$ cat config.mk
export PLATFORM = sky130hd
export DESIGN_NAME = srb_bridge_ctrl
export DESIGN_NICKNAME = d
export VERILOG_FILES = /design/src/common/srb_pkg.sv /design/src/rtl/srb_buf_mem.sv /design/src/rtl/srb_lamp_pulse.sv /design/src/rtl/srb_bridge_ctrl.sv
export SDC_FILE = /design/constraint.sdc
export NUM_CORES = 1
export LEC_CHECK = 0
export BUFFER_PORTS_ARGS = -buffer_cell sky130_fd_sc_hd__buf_2
export CAP_MARGIN = 10
export CORE_MARGIN = 2
export CORE_UTILIZATION = 30
export CTS_BUF_LIST = sky130_fd_sc_hd__clkbuf_8 sky130_fd_sc_hd__clkbuf_16
export DETAILED_ROUTE_END_ITERATION = 7
export GPL_TIMING_DRIVEN = 1
export PLACE_DENSITY = 0.48
export SYNTH_ARGS = -nofsm -noshare
export SYNTH_HDL_FRONTEND = slang
export SYNTH_SLANG_ARGS = --single-unit
$ cat constraint.sdc
create_clock -name pclk -period 4.5 [get_ports pclk]
set_clock_uncertainty 0.05 [all_clocks]
set_input_delay 0.45 -clock pclk [delete_from_list [all_inputs] [get_ports pclk]]
set_output_delay 0.45 -clock pclk [all_outputs]
set_load 0.02 [all_outputs]
$ cat src/common/srb_pkg.sv
// shared constants for the serial radio bridge control block
package srb_pkg;
    localparam int CLK_HZ = 100000000;
    localparam int BLINK_FAST_MS = 1000;
    localparam int BLINK_SLOW_MS = 3000;
    localparam int BLINK_FAST_CYC = CLK_HZ / 1000 * BLINK_FAST_MS;
    localparam int BLINK_SLOW_CYC = CLK_HZ / 1000 * BLINK_SLOW_MS;
    localparam int LAMP_PULSE_MS = 50;
    localparam int LAMP_PULSE_CYC = CLK_HZ / 1000 * LAMP_PULSE_MS;
    localparam int ADDR_DIGITS = 12;
    localparam int ADDR_W = ADDR_DIGITS * 4;
    localparam int DATA_BITS = 8;
    localparam int BUF_DEPTH = 64;
    localparam int BUF_AW = 6;
    // register byte offsets
    localparam logic [7:0] REG_CTRL = 8'h00;
    localparam logic [7:0] REG_SERIAL = 8'h04;
    localparam logic [7:0] REG_STATUS = 8'h08;
    localparam logic [7:0] REG_ADDR_LO = 8'h0C;
    localparam logic [7:0] REG_ADDR_HI = 8'h10;
    localparam logic [7:0] REG_LINK_TX = 8'h14;
    localparam logic [7:0] REG_LINK_CMD = 8'h18;
    localparam logic [7:0] REG_RX_DATA = 8'h1C;
    // ctrl fields
    localparam int CTRL_MODE_LSB = 0;
    localparam int CTRL_SWRST_BIT = 4;
    localparam int CTRL_CLEAR_ADDR_BIT = 5;
    // serial fields
    localparam int SER_BAUD_LSB = 0;
    localparam int SER_PAR_LSB = 4;
    localparam int SER_STOP2_BIT = 6;
    // link command bits
    localparam int CMD_CONNECTED_BIT = 0;
    localparam int CMD_DISCONNECT_BIT = 1;
    localparam int CMD_PKT_DONE_BIT = 2;
    localparam logic [1:0] MODE_RESET = 2'h0;
    localparam logic [3:0] BAUD_RESET = 4'h3;
    localparam logic [1:0] PAR_NONE = 2'h0;
    localparam logic [1:0] PAR_EVEN = 2'h1;
    localparam logic [1:0] PAR_ODD = 2'h2;
    localparam int PKT_MAX = 16;
    typedef enum logic [1:0] {
        SRB_IDLE_CONFIG_MODE = 2'h0,
        SRB_AUTO_INITIATE_MODE = 2'h1,
        SRB_WAIT_LAST_PEER_MODE = 2'h2,
        SRB_OPEN_ACCEPT_MODE = 2'h3
    } srb_mode_t;
    // bit period in clock cycles for each baud code
    function automatic logic [16:0] srb_baud_div(input logic [3:0] code);
        case (code)
            4'h0: srb_baud_div = 17'(CLK_HZ / 1200);
            4'h1: srb_baud_div = 17'(CLK_HZ / 2400);
            4'h2: srb_baud_div = 17'(CLK_HZ / 4800);
            4'h3: srb_baud_div = 17'(CLK_HZ / 9600);
            4'h4: srb_baud_div = 17'(CLK_HZ / 19200);
            4'h5: srb_baud_div = 17'(CLK_HZ / 38200);
            4'h6: srb_baud_div = 17'(CLK_HZ / 57600);
            4'h7: srb_baud_div = 17'(CLK_HZ / 115200);
            4'h8: srb_baud_div = 17'(CLK_HZ / 230400);
            default: srb_baud_div = 17'(CLK_HZ / 9600);
        endcase
    endfunction
endpackage

$ cat src/rtl/srb_buf_mem.sv
// host data buffer memory with registered read
`timescale 1ns/100ps
`default_nettype none
module srb_buf_mem #(
    parameter int WIDTH = 8,
    parameter int AW = 6
) (
    input wire logic pclk, // clock
    input wire logic wr_en, // write strobe
    input wire logic [AW-1:0] wr_addr, // write address
    input wire logic [WIDTH-1:0] wr_data, // write data
    input wire logic [AW-1:0] rd_addr, // read address
    output logic [WIDTH-1:0] rd_data // registered read data
);
    logic [WIDTH-1:0] mem [0:(1<<AW)-1];
    always_ff @(posedge pclk) begin
        if (wr_en) begin
            mem[wr_addr] <= wr_data;
        end
        rd_data <= mem[rd_addr];
    end
endmodule
`default_nettype wire

$ cat src/rtl/srb_lamp_pulse.sv
// stretches a one-cycle event into a visible lamp pulse
`timescale 1ns/100ps
`default_nettype none
module srb_lamp_pulse #(
    parameter int PULSE_CYC = 5000000
) (
    input wire logic pclk, // clock
    input wire logic presetn, // async reset, active low
    input wire logic trig, // one-cycle event
    output logic lamp // stretched lamp drive
);
    logic [31:0] cnt;
    initial begin
        if (PULSE_CYC < 1) $error("pulse length must be at least one cycle");
    end
    always_ff @(posedge pclk or negedge presetn) begin
        if (!presetn) begin
            cnt <= 32'h0;
            lamp <= 1'b0;
        end else begin
            if (trig) begin
                cnt <= 32'(PULSE_CYC - 1);
                lamp <= 1'b1;
            end else if (cnt != 32'h0) begin
                cnt <= cnt - 32'h1;
            end else begin
                lamp <= 1'b0;
            end
        end
    end
endmodule
`default_nettype wire

$ cat src/rtl/srb_bridge_ctrl.sv
// serial-side control of the wireless serial bridge: uart, buffer, modes, lamps, apb
//
// Added by the designer: the placing of the registers and the APB interface to the registers.
`timescale 1ns/100ps
`default_nettype none
// Summary of operation
// RULE_01: idle mode: silent serial port, await host
// RULE_02: idle mode: no link role, config writable
// RULE_03: always keep twelve-digit last peer address
// RULE_04: hard reset clears stored peer address
// RULE_05: auto-initiate: initiate to last peer on reset
// RULE_06: auto-initiate: hidden, refuse incoming links
// RULE_07: wait mode: accept only last peer, hidden
// RULE_08: open-accept: discoverable, accept any peer
// RULE_09: lamps: red idle, blink 1s/3s, solid connected
// RULE_10: activity lamps pulse on serial traffic
// RULE_11: nine selectable baud rates
// RULE_12: eight data bits per character only
// RULE_13: parity none/even/odd, one or two stops
// RULE_14: host maps 7-bit parity to 8N
// RULE_15: flow control set only by switch pin
// RULE_16: buffer host data, resend packets until delivered
// RULE_17: flow control: drop rts when buffer full
// RULE_18: flow control: raise rts when space frees
// RULE_19: host holds characters while rts dropped
// RULE_20: no flow control: flush buffer when full
// RULE_21: host advised to use flow control
module srb_bridge_ctrl #(
    parameter int BLINK_FAST = srb_pkg::BLINK_FAST_CYC,
    parameter int BLINK_SLOW = srb_pkg::BLINK_SLOW_CYC,
    parameter int LAMP_PULSE = srb_pkg::LAMP_PULSE_CYC,
    parameter int BUF_AW = srb_pkg::BUF_AW,
    parameter int PKT_MAX = srb_pkg::PKT_MAX
) (
    input wire logic pclk, // clock
    input wire logic presetn, // async reset, active low
    input wire logic psel, // apb select
    input wire logic penable, // apb enable
    input wire logic pwrite, // apb direction
    input wire logic [7:0] paddr, // apb byte address
    input wire logic [31:0] pwdata, // apb write data
    output logic [31:0] prdata, // apb read data
    output logic pready, // apb ready
    output logic pslverr, // apb error
    input wire logic ser_rxd, // serial data from host
    output logic ser_txd, // serial data to host
    output logic ser_rts, // request to send toward host, high = may send
    input wire logic flow_switch, // flow control switch pin
    output logic link_initiate, // initiate connection to stored peer
    output logic link_accept, // accept incoming connections
    output logic link_discoverable, // answer radio inquiries
    output logic link_last_only, // accept only the stored peer
    output logic [47:0] peer_radio_address, // stored last peer address
    output logic peer_valid, // stored address present
    output logic pkt_valid, // packet byte offered to radio
    output logic [7:0] pkt_data, // packet byte
    input wire logic pkt_ready, // radio took packet byte
    output logic standby_lamp, // red standby lamp
    output logic connect_lamp, // green connect lamp
    output logic tx_activity_lamp, // host to device traffic
    output logic rx_activity_lamp // device to host traffic
);
    localparam int DEPTH = 1 << BUF_AW;
    initial begin
        if (BUF_AW < 2 || BUF_AW > 12) $error("buffer address width out of range");
        if (PKT_MAX < 1 || PKT_MAX >= DEPTH) $error("packet size must be below buffer depth");
        if (BLINK_FAST < 2 || BLINK_SLOW < 2) $error("blink periods too short");
    end

    // synchronisers
    logic rxd_s1, rxd_s2, flow_s1, flow_s2;
    always_ff @(posedge pclk or negedge presetn) begin
        if (!presetn) begin
            rxd_s1 <= 1'b1;
            rxd_s2 <= 1'b1;
            flow_s1 <= 1'b0;
            flow_s2 <= 1'b0;
        end else begin
            rxd_s1 <= ser_rxd;
            rxd_s2 <= rxd_s1;
            flow_s1 <= flow_switch;
            flow_s2 <= flow_s1;
        end
    end
    logic flow_en;
    assign flow_en = flow_s2; // RULE_15

    // configuration registers
    srb_pkg::srb_mode_t mode;
    logic [3:0] baud_code;
    logic [1:0] parity;
    logic stop2;
    logic connected;
    logic swrst;
    logic [31:0] status_word;
    logic apb_wr, apb_rd;
    assign apb_wr = psel && penable && pwrite;
    assign apb_rd = psel && penable && !pwrite;
    assign pready = 1'b1;
    logic addr_ok;
    // all eight words sit aligned in the first 32 bytes
    assign addr_ok = paddr[7:5] == 3'h0 && paddr[1:0] == 2'h0;
    assign pslverr = psel && penable && !addr_ok;

    always_ff @(posedge pclk or negedge presetn) begin
        if (!presetn) begin
            mode <= srb_pkg::SRB_IDLE_CONFIG_MODE; // RULE_02
            baud_code <= srb_pkg::BAUD_RESET;
            parity <= srb_pkg::PAR_NONE;
            stop2 <= 1'b0;
            swrst <= 1'b0;
        end else begin
            swrst <= apb_wr && paddr == srb_pkg::REG_CTRL && pwdata[srb_pkg::CTRL_SWRST_BIT];
            if (apb_wr && paddr == srb_pkg::REG_CTRL) begin
                mode <= srb_pkg::srb_mode_t'(pwdata[srb_pkg::CTRL_MODE_LSB +: 2]);
            end
            // serial settings change only while idle and unconnected
            if (apb_wr && paddr == srb_pkg::REG_SERIAL && mode == srb_pkg::SRB_IDLE_CONFIG_MODE
                && !connected) begin // RULE_02
                baud_code <= (pwdata[3:0] > 4'h8) ? srb_pkg::BAUD_RESET : pwdata[3:0]; // RULE_11
                parity <= (pwdata[5:4] == 2'h3) ? srb_pkg::PAR_NONE : pwdata[5:4]; // RULE_13
                stop2 <= pwdata[srb_pkg::SER_STOP2_BIT]; // RULE_13
            end
        end
    end

    // peer address and link state
    always_ff @(posedge pclk or negedge presetn) begin
        if (!presetn) begin
            peer_radio_address <= 48'h0; // RULE_04
            peer_valid <= 1'b0; // RULE_04
            connected <= 1'b0;
        end else begin
            if (apb_wr && paddr == srb_pkg::REG_ADDR_LO) begin
                peer_radio_address[31:0] <= pwdata; // RULE_03
            end
            if (apb_wr && paddr == srb_pkg::REG_ADDR_HI) begin
                peer_radio_address[47:32] <= pwdata[15:0]; // RULE_03
            end
            if (apb_wr && paddr == srb_pkg::REG_LINK_CMD && pwdata[srb_pkg::CMD_CONNECTED_BIT]) begin
                connected <= 1'b1;
                peer_valid <= 1'b1; // RULE_03
            end else if (swrst || (apb_wr && paddr == srb_pkg::REG_LINK_CMD
                && pwdata[srb_pkg::CMD_DISCONNECT_BIT])) begin
                connected <= 1'b0;
            end
            if (apb_wr && paddr == srb_pkg::REG_CTRL && pwdata[srb_pkg::CTRL_CLEAR_ADDR_BIT]) begin
                peer_valid <= 1'b0;
            end
        end
    end

    // link role outputs; last-peer modes need a stored address
    always_comb begin
        link_initiate = 1'b0;
        link_accept = 1'b0;
        link_discoverable = 1'b0;
        link_last_only = 1'b0;
        if (!connected) begin
            case (mode)
                srb_pkg::SRB_IDLE_CONFIG_MODE: link_initiate = 1'b0; // RULE_02
                srb_pkg::SRB_AUTO_INITIATE_MODE: link_initiate = peer_valid; // RULE_05 RULE_06
                srb_pkg::SRB_WAIT_LAST_PEER_MODE: begin
                    link_accept = peer_valid; // RULE_07
                    link_last_only = 1'b1; // RULE_07
                end
                srb_pkg::SRB_OPEN_ACCEPT_MODE: begin
                    link_accept = 1'b1; // RULE_08
                    link_discoverable = 1'b1; // RULE_08
                end
                default: link_initiate = 1'b0;
            endcase
        end
    end

    // host receiver, 8 data bits with optional parity and stops
    logic [16:0] bit_div;
    assign bit_div = srb_pkg::srb_baud_div(baud_code);
    logic [16:0] rx_cnt;
    logic [3:0] rx_bit;
    logic [8:0] rx_sh;
    logic rx_busy, rx_done;
    logic [3:0] rx_nbits;
    assign rx_nbits = (parity == srb_pkg::PAR_NONE) ? 4'h8 : 4'h9; // RULE_12
    always_ff @(posedge pclk or negedge presetn) begin
        if (!presetn) begin
            rx_cnt <= 17'h0;
            rx_bit <= 4'h0;
            rx_sh <= 9'h0;
            rx_busy <= 1'b0;
            rx_done <= 1'b0;
        end else begin
            rx_done <= 1'b0;
            if (!rx_busy) begin
                if (!rxd_s2) begin
                    rx_busy <= 1'b1;
                    rx_cnt <= {1'b0, bit_div[16:1]};
                    rx_bit <= 4'h0;
                end
            end else if (rx_cnt != 17'h0) begin
                rx_cnt <= rx_cnt - 17'h1;
            end else begin
                rx_cnt <= bit_div - 17'h1;
                rx_bit <= rx_bit + 4'h1;
                if (rx_bit == 4'h0 && rxd_s2) begin
                    rx_busy <= 1'b0;
                end else if (rx_bit == rx_nbits + 4'h1) begin
                    rx_busy <= 1'b0;
                    rx_done <= rxd_s2;
                end else if (rx_bit != 4'h0) begin
                    rx_sh <= {rxd_s2, rx_sh[8:1]};
                end
            end
        end
    end
    logic [7:0] rx_byte;
    assign rx_byte = (parity == srb_pkg::PAR_NONE) ? rx_sh[8:1] : rx_sh[7:0];

    // transmit buffer toward the radio
    logic [BUF_AW:0] wr_ptr, rd_ptr, pkt_ptr;
    logic [BUF_AW:0] used;
    logic buf_full, buf_push, flush;
    assign used = wr_ptr - rd_ptr;
    assign buf_full = used == (BUF_AW + 1)'(DEPTH);
    assign flush = !flow_en && buf_full && rx_done; // RULE_20
    assign buf_push = rx_done && (!buf_full || flush); // RULE_16
    logic rd_valid;
    logic [BUF_AW:0] pkt_len;
    logic [7:0] mem_q;
    srb_buf_mem #(.WIDTH(8), .AW(BUF_AW)) u_mem (
        .pclk(pclk),
        .wr_en(buf_push),
        .wr_addr(flush ? rd_ptr[BUF_AW-1:0] : wr_ptr[BUF_AW-1:0]),
        .wr_data(rx_byte),
        .rd_addr(pkt_ptr[BUF_AW-1:0]),
        .rd_data(mem_q)
    );
    assign pkt_data = mem_q;
    // packet bytes are freed only on delivery or by a flush; a failed packet is resent from its start
    always_ff @(posedge pclk or negedge presetn) begin
        if (!presetn) begin
            wr_ptr <= '0;
            rd_ptr <= '0;
            pkt_ptr <= '0;
            rd_valid <= 1'b0;
        end else begin
            rd_valid <= 1'b0;
            if (flush) begin
                wr_ptr <= rd_ptr + (BUF_AW + 1)'(1);
                pkt_ptr <= rd_ptr;
            end else begin
                if (buf_push) begin
                    wr_ptr <= wr_ptr + (BUF_AW + 1)'(1);
                end
                if (apb_wr && paddr == srb_pkg::REG_LINK_CMD && pwdata[srb_pkg::CMD_PKT_DONE_BIT]) begin
                    rd_ptr <= pkt_ptr; // RULE_16
                end else if (!connected) begin
                    pkt_ptr <= rd_ptr; // RULE_16
                end else if (pkt_valid && pkt_ready) begin
                    pkt_ptr <= pkt_ptr + (BUF_AW + 1)'(1);
                end else if (!pkt_valid && !rd_valid && pkt_ptr != wr_ptr && pkt_len < (BUF_AW + 1)'(PKT_MAX)) begin
                    rd_valid <= 1'b1;
                end
            end
        end
    end
    assign pkt_len = pkt_ptr - rd_ptr;
    logic pkt_hold;
    always_ff @(posedge pclk or negedge presetn) begin
        if (!presetn) begin
            pkt_hold <= 1'b0;
        end else if (flush || !connected || (pkt_valid && pkt_ready)) begin
            pkt_hold <= 1'b0;
        end else if (rd_valid) begin
            pkt_hold <= 1'b1;
        end
    end
    assign pkt_valid = pkt_hold;
    assign ser_rts = flow_en ? !buf_full : 1'b1; // RULE_17 RULE_18 RULE_19

    // host transmitter: sends bytes written by link side, never unsolicited
    logic [16:0] tx_cnt;
    logic [3:0] tx_bit;
    logic [11:0] tx_sh;
    logic tx_busy, tx_start;
    logic [3:0] tx_total;
    logic par_bit;
    assign tx_start = apb_wr && paddr == srb_pkg::REG_LINK_TX && !tx_busy; // RULE_01
    assign par_bit = ^pwdata[7:0] ^ (parity == srb_pkg::PAR_ODD);
    always_ff @(posedge pclk or negedge presetn) begin
        if (!presetn) begin
            tx_cnt <= 17'h0;
            tx_bit <= 4'h0;
            tx_sh <= 12'hFFF;
            tx_busy <= 1'b0;
            tx_total <= 4'h0;
        end else if (tx_start) begin
            tx_busy <= 1'b1;
            tx_cnt <= bit_div - 17'h1;
            tx_bit <= 4'h0;
            tx_total <= 4'd10 + {3'h0, parity != srb_pkg::PAR_NONE} + {3'h0, stop2}; // RULE_13
            tx_sh <= (parity == srb_pkg::PAR_NONE) ? {3'h7, pwdata[7:0], 1'b0}
                : {2'h3, par_bit, pwdata[7:0], 1'b0}; // RULE_12
        end else if (tx_busy) begin
            if (tx_cnt != 17'h0) begin
                tx_cnt <= tx_cnt - 17'h1;
            end else begin
                tx_cnt <= bit_div - 17'h1;
                tx_sh <= {1'b1, tx_sh[11:1]};
                tx_bit <= tx_bit + 4'h1;
                if (tx_bit == tx_total - 4'h1) begin
                    tx_busy <= 1'b0;
                end
            end
        end
    end
    assign ser_txd = tx_sh[0];

    // status and read data
    assign status_word = {24'h0, rx_busy, flow_en, buf_full, tx_busy, connected, peer_valid, mode};
    always_ff @(posedge pclk or negedge presetn) begin
        if (!presetn) begin
            prdata <= 32'h0;
        end else if (psel && !penable && !pwrite) begin
            case (paddr)
                srb_pkg::REG_CTRL: prdata <= {30'h0, mode};
                srb_pkg::REG_SERIAL: prdata <= {25'h0, stop2, parity, baud_code};
                srb_pkg::REG_STATUS: prdata <= status_word;
                srb_pkg::REG_ADDR_LO: prdata <= peer_radio_address[31:0];
                srb_pkg::REG_ADDR_HI: prdata <= {16'h0, peer_radio_address[47:32]};
                srb_pkg::REG_RX_DATA: prdata <= {{(31-BUF_AW){1'b0}}, used};
                default: prdata <= 32'h0;
            endcase
        end
    end

    // lamps
    logic [31:0] blink_cnt;
    logic blink;
    logic [31:0] blink_per;
    assign blink_per = (mode == srb_pkg::SRB_AUTO_INITIATE_MODE) ? 32'(BLINK_FAST) : 32'(BLINK_SLOW);
    always_ff @(posedge pclk or negedge presetn) begin
        if (!presetn) begin
            blink_cnt <= 32'h0;
            blink <= 1'b0;
        end else if (blink_cnt >= blink_per - 32'h1) begin
            blink_cnt <= 32'h0;
            blink <= 1'b1;
        end else begin
            blink_cnt <= blink_cnt + 32'h1;
            blink <= 1'b0;
        end
    end
    logic blink_lamp;
    srb_lamp_pulse #(.PULSE_CYC(LAMP_PULSE)) u_blink (
        .pclk(pclk), .presetn(presetn), .trig(blink), .lamp(blink_lamp));
    always_ff @(posedge pclk or negedge presetn) begin
        if (!presetn) begin
            standby_lamp <= 1'b0;
            connect_lamp <= 1'b0;
        end else begin
            standby_lamp <= mode == srb_pkg::SRB_IDLE_CONFIG_MODE && !connected; // RULE_09
            connect_lamp <= connected || (mode != srb_pkg::SRB_IDLE_CONFIG_MODE && blink_lamp); // RULE_09
        end
    end
    srb_lamp_pulse #(.PULSE_CYC(LAMP_PULSE)) u_txl (
        .pclk(pclk), .presetn(presetn), .trig(rx_done), .lamp(tx_activity_lamp)); // RULE_10
    srb_lamp_pulse #(.PULSE_CYC(LAMP_PULSE)) u_rxl (
        .pclk(pclk), .presetn(presetn), .trig(tx_start), .lamp(rx_activity_lamp)); // RULE_10
endmodule
`default_nettype wire

# Word-level counts from Yosys, hierarchy flattened
# Memories as Yosys holds them, arrays and structs flattened. A register that Yosys moved wholly into a read port is not among the register bits.
# Cells that the tools add are included.
op_classes:
  addsub: 19
  magnitude_cmp: 3
  eq_ne: 24
  mux: 78
  bitwise: 5
  reduce_logical: 72
ops:
  columns: ["cell", "n"]
  rows:
  - ["$mux W32", 7]
  - ["$pmux W32 S6", 1]
  - ["$mux W17", 6]
  - ["$reduce_bool A32 Y1", 3]
  - ["$sub A32 B1 Y32 const B", 3]
  - ["$sub A17 B1 Y17 const B", 3]
  - ["$mux W1", 42]
  - ["$mux W7", 6]
  - ["$mux W12", 3]
  - ["$reduce_bool A17 Y1", 2]
  - ["$add A32 B1 Y32 const B", 1]
  - ["$eq A8 B5 Y1 const B", 4]
  - ["$ge A32 B32 Y1", 1]
  - ["$logic_and A1 B1 Y1", 30]
  - ["$sub A29 B1 Y30 const B", 1]
  - ["$mux W29", 1]
  - ["$mux W4", 7]
  - ["$add A7 B1 Y7 const B", 3]
  - ["$reduce_bool A2 Y1", 10]
  - ["$eq A8 B4 Y1 const B", 2]
  - ["$sub A7 B7 Y7", 2]
  - ["$add A4 B1 Y4 const B", 3]
  - ["$ne A2 B2 Y1 const B", 6]
  - ["$mux W10", 1]
  - ["other kinds (29)", 53]
word_totals:
  register_bits: 323
  ram_bits: 512
  mem_bits_ro: 272
  word_cells: 242
  mem_count: 2
memory_table:
  columns: ["memory", "depth", "word_bits", "rd", "rd_clocked_by_memory_dff", "wr", "line_no", "rtl"]
  rows:
  - ["u_mem.mem", 64, 8, 1, 1, 1, "srb_buf_mem.sv:15", "logic [WIDTH-1:0] mem [0:(1<<AW)-1];"]
  - ["(no name shown)", 16, 17, 1, 0, 0, "srb_pkg.sv:50", "case (code)"]

# Depth between registers and ports, before layout
depth:
  ltp_word: 9
  ltp_mapped: 18

# Cells and area by module
# Synthesis repeated with hierarchy kept, for this count alone.
unflattened:
  hier_cells: 2772
  area_unflattened_um2: 37953.9
by_module_without_submodules:
  columns: ["module", "n_inst", "cells_per_inst", "area_each_um2", "seq_area_each_um2"]
  rows:
  - ["srb_buf_mem", 1, 940, 20166.8, 15534.9]
  - ["srb_bridge_ctrl", 1, 1272, 12160.4, 5572.8]
  - ["srb_lamp_pulse (u_blink ...)", 2, 186, 1910.6, 825.8]
  - ["srb_lamp_pulse (u_txl)", 1, 188, 1805.5, 825.8]

# Worst setup path before layout
# No wires, ideal clock.
synth_timing:
  path_kind: "flip-flop to flip-flop"
  start: "register wr_ptr[0]"
  end: "register wr_ptr[6]"
  setup_time_ns: 0.124
  arrival_ns: 3.746
  path_slack_ns: 0.580
  path_stages_with_launch: 19
  n_path_buf: 2
  synth_period_minus_slack_ns: 3.920
  path_cell_list: "dfrtp_1 -> inv_1 -> ha_1 -> inv_1 -> fa_1 -> xor2_1 -> a2111o_1 -> a211oi_1 -> o221a_2 -> buf_2 -> buf_1 -> nand2_1 -> o21ai_0 -> ha_1 -> nand3_1 -> mux2_2 -> o22ai_1 -> nand2_1 -> a211o_1"
synth_via:
  elab_chain_len: 7
synth_lines:
  columns: ["item", "line_no", "rtl"]
  rows:
  - ["from (decl)", "srb_bridge_ctrl.sv:220", "logic [BUF_AW:0] wr_ptr, rd_ptr, pkt_ptr;"]
  - ["from (signal assigned)", "srb_bridge_ctrl.sv:249", "wr_ptr <= rd_ptr + (BUF_AW + 1)'(1);"]
  - ["from (signal assigned)", "srb_bridge_ctrl.sv:253", "wr_ptr <= wr_ptr + (BUF_AW + 1)'(1);"]
  - ["$sub A7 B7 Y7", "srb_bridge_ctrl.sv:223", "assign used = wr_ptr - rd_ptr;"]
  - ["$eq A7 B7 Y1", "srb_bridge_ctrl.sv:224", "assign buf_full = used == (BUF_AW + 1)'(DEPTH);"]
  - ["$logic_and A1 B1 Y1 (2 in series)", "srb_bridge_ctrl.sv:225", "assign flush = !flow_en && buf_full && rx_done;"]
  - ["$logic_or A1 B1 Y1", "srb_bridge_ctrl.sv:226", "assign buf_push = rx_done && (!buf_full || flush);"]
  - ["$logic_and A1 B1 Y1", "srb_bridge_ctrl.sv:226", null]
  - ["$reduce_bool A2 Y1 (no source line)", null, null]
# Several ways; a longest one is shown, not always the timed one. The select of a mux whose other input is x is not followed.
# A chain may end at the register's enable or synchronous reset.

# Worst setup path in the final report
layout_timing:
  start: "register wr_ptr[0]"
  end: "output ser_rts"
layout_via:
  elab_chain_len: 4
layout_lines:
  columns: ["item", "line_no", "rtl"]
  rows:
  - ["$sub A7 B7 Y7", "srb_bridge_ctrl.sv:223", null]
  - ["$eq A7 B7 Y1", "srb_bridge_ctrl.sv:224", null]
  - ["$logic_not A1 Y1", "srb_bridge_ctrl.sv:279", "assign ser_rts = flow_en ? !buf_full : 1'b1;"]
  - ["$mux W1", "srb_bridge_ctrl.sv:279", null]
  - ["to (decl)", "srb_bridge_ctrl.sv:47", "output logic ser_rts,"]
# Every way passes these cells.

==> metrics.txt <==
DP Wirelength=62700 um; largest net degree at the start of global routing=roughly 110; # clock sinks=around 840; Crit. End Element=output pin; Clock Latency Late Sink=approximately 0.68 ns; CP Buf/Inv Count=3; Worst Reg-to-Reg Cells=13; Vias=around 23000; CTS H-tree lvls=3; most common library cells after synthesis=edfxtp_1, dfrtp_1, nand2_1; Synth area leader=edfxtp_1; global-route wire length before repair=~150000 um; TritonCTS buffer count=between 90 and 100; FP Rows=around 130; Worst Slack Setup Final=0.117 ns; Yosys top cell area share=roughly two fifths; initial antenna violation count=1; Layout Nets=around 3000; Worst Hold Class=input pin to register; Post-synth EDFFs=between 500 and 600; Synth Cell Area=roughly 37000 um2; final hold violations=0; gr ovfl total=0; top cells by area, synth=edfxtp_1, dfrtp_1, mux4_2; Worst Hold End=pkt_valid$_DFFE_PN0P_; Max Cap Violations=0; GRT Total Usage=around 15%; WHS Path Cells=4; max incr delay on CP=approximately 0.42 ns; # diodes=0; DR WL/cell=~21 um; yosys warns=0; Tcrit/Tclk final=between 90% and 100%; die footprint=~130000 um2; critical-path cell list=inv_1 -> ha_1 -> inv_1 -> fa_1 -> a211oi_1 -> o21ai_0 -> a21oi_1 -> o21ai_1 -> nor2_1 -> nand2_1 -> buf_2; chip width=approximately 350 um; worst vdd ir=0.000255 V; PwrDens=410 nW/um2; final setup violating endpoints=0; 1st-iter DRT viols=1675; DRT Wirelength=between 90000 and 100000 um; r2r endpoint=u_mem.mem[43][7]$_DFFE_PP_; Starting Density=30.2%; CP Max Fanout=7; area delta synth->final=19.1%; clock-pin slew on the worst setup and hold paths=0.06 ns; Syn Area/Cell=~14 um2; status=finished, final reports clean; number of fill cells=between 10000 and 15000; Synth Flop Type=edfxtp_1; post-route ant nets=0; WP data required=roughly 4 ns; RR Startpoint=wr_ptr[0]$_DFFE_PN0P_; most common cell in the synthesized netlist=edfxtp_1; fraction of registers with async set/reset=a little under two fifths; chip height=between 300 and 400 um; min-delay src=pkt_ready; CTS Root Cell=clkbuf_16; Seq cells post-synth=between 800 and 900; Post-DP Area=around 40000 um2; dpl ws=just under 0.009 ns; fmax=~230 MHz; CTS Buffer Depth=3; synthesized instance count=~2600; drt via density=5.04; vias in the first global route=~24000; Critical Path AT=slightly below 4 ns; reg2reg setup slack=~0.14 ns; post-synthesis cell type count=just over 80; unrepaired setup endpoints after global routing=yes; slowest stage cell on the critical path=nor2_1; DRT Pass-1 Iters=5; fraction of layout cells with a size suffix above 1=between 20% and 30%; crit path launch type=register; I/O Buffers=148; CP delay by family, top=compound AO/OA/AOI/OAI gates; RD Place Congestion=0.841; Slew Limit Fails=0; kind of critical path=register to output pin; Core ar.=between 100000 and 150000 um2; Slew headroom=29.5%; post-layout min period=about 4.4 ns; CP dominant cell by count=inv_1; # DRC=0; sequential share of the synthesized area=about 64%; TritonCTS clock tree=done; worst-margin pin slew=1.05 ns; num ports=150; final instance area=around 44000 um2; Leak Pwr=roughly 15 nW
==> cell families (layout without fill, tap and decap cells) <==
logic type,count (synthesis),in the layout,synth area share [%]
AO/OA/AOI/OAI,375,375,6.16
XOR/XNOR,140,140,3.34
adder cells (fa/ha/maj),44,44,1.52
buffers and inverters,172,535,1.89
flip-flops,841,841,64.2
multiplexers,251,251,12.8
other,2,3,0.0204
AND/OR/NAND/NOR,790,790,10.2
==> repair_timing <==
action / in CTS / in global routing
hold buffers: 35 / 0
gates cloned: 0 / 0
endpoints found under the hold margin: 139 / 0
resized for setup: 1 / 7
setup buffers: 0 / 0
endpoints found under the setup margin: 8 / 67
==> report_power, final <==
group,total (mW),leakage (nW),switching [mW],internal (mW)
logic,1.37,5.53,0.685,0.682
registers,8.53,7.67,0.318,8.21
clock network,8.04,1.62,3.29,4.75
total,17.9,14.8,4.29,13.6
==> cell type report <==
cell class	count	area, um2	share of cell area [%]
clock buffer	99	2420	5.53
tap	1625	2030	4.64
timing repair buffer	309	2110	4.82
clock inverter	76	875	2.00
multi-input combinational	1603	12600	28.7
sequential	841	23600	53.9
inverter	51	191	0.437
==> metrics by stage <==
| stage | util (%) | instances | total power [mW] | hold WS (ns) | setup TNS [ns] |
|---|---|---|---|---|---|
| finish | 36.0 | 4604 | 17.9 | 0.0646 | 0 |
| global route | 36.0 | 4604 | 18.7 | 0.0649 | -1.71 |
| CTS | 36.0 | 4604 | 18.2 | 0.0423 | 0 |
| detailed placement | 33.0 | 4394 | 10.1 | 0.285 | 0 |
| global placement | 33.0 | 4394 | 10.0 | 0.289 | 0 |
| floorplan | - | 2616 | 9.63 | 0.104 | 0 |
==> flip-flops by register name, indices dropped and copies added (netlist names), 8 cells and up <==
register,flops
u_mem.mem,512
peer_radio_address,48
blink_cnt,32
prdata,32
u_blink.cnt,32
u_rxl.cnt,32
u_txl.cnt,32
rx_cnt,17
tx_cnt,17
tx_sh,10
rx_sh,9
u_mem.rd_data,8
==> tightest hold or removal path: stages <==
cell     delay, ns
buf_2         0.11
inv_1         0.04
mux2i_1       0.06
nor2_1        0.08
==> how the worst max path moves through the flow <==
| stage | startpoint | end | slack, ns | cells after the start |
|---|---|---|---|---|
| 2_1_floorplan | wr_ptr[0]$_DFFE_PN0P_ | wr_ptr[6]$_DFFE_PN0P_ | 0.58 | 18 |
| 3_3_place_gp | wr_ptr[0]$_DFFE_PN0P_ | u_mem.mem[42][6]$_DFFE_PP_ | 0.12 | 11 |
| 3_5_place_dp | wr_ptr[0]$_DFFE_PN0P_ | u_mem.mem[42][7]$_DFFE_PP_ | 0.009 | 11 |
| 4_1_cts | wr_ptr[0]$_DFFE_PN0P_ | u_mem.mem[44][5]$_DFFE_PP_ | 0.04 | 11 |
| 5_1_grt | wr_ptr[0]$_DFFE_PN0P_ | u_mem.mem[43][0]$_DFFE_PP_ | -0.13 | 13 |
| 6_report | wr_ptr[0]$_DFFE_PN0P_ | ser_rts | 0.12 | 11 |
==> metal layers <==
layer / global-route usage (%) / wire (um) / up-vias
li1: - / - / 10400
met1: 21.0 / 42400 / 11900
met2: 24.9 / 45700 / 723
met3: 2.51 / 5900 / 124
met4: 3.99 / 1930 / 2
met5: 0 / 8 / -
==> cell usage in the layout, fill, tap and decap left out, types with 20 or more instances in the layout <==
master         synthesis  layout
nor2_1               230     222
dlygate4sd3_1          0      35
a21oi_1              103     103
ha_1                  43      43
buf_2                  4     147
o21ai_0              141     141
mux4_2               168     168
xor2_1                50      50
mux2i_1               21      21
nand2_1              243     243
mux2_2                62      54
nand3_1               59      59
dfrtp_1              307     304
nor4_1                25      25
clkbuf_16              0      94
nor3_1                70      68
or3_1                 26      26
xnor2_1               90      90
inv_1                 51      62
edfxtp_1             512     512
buf_4                  3     121
and3_1                20      20
Power figures use the tool's default switching activity.
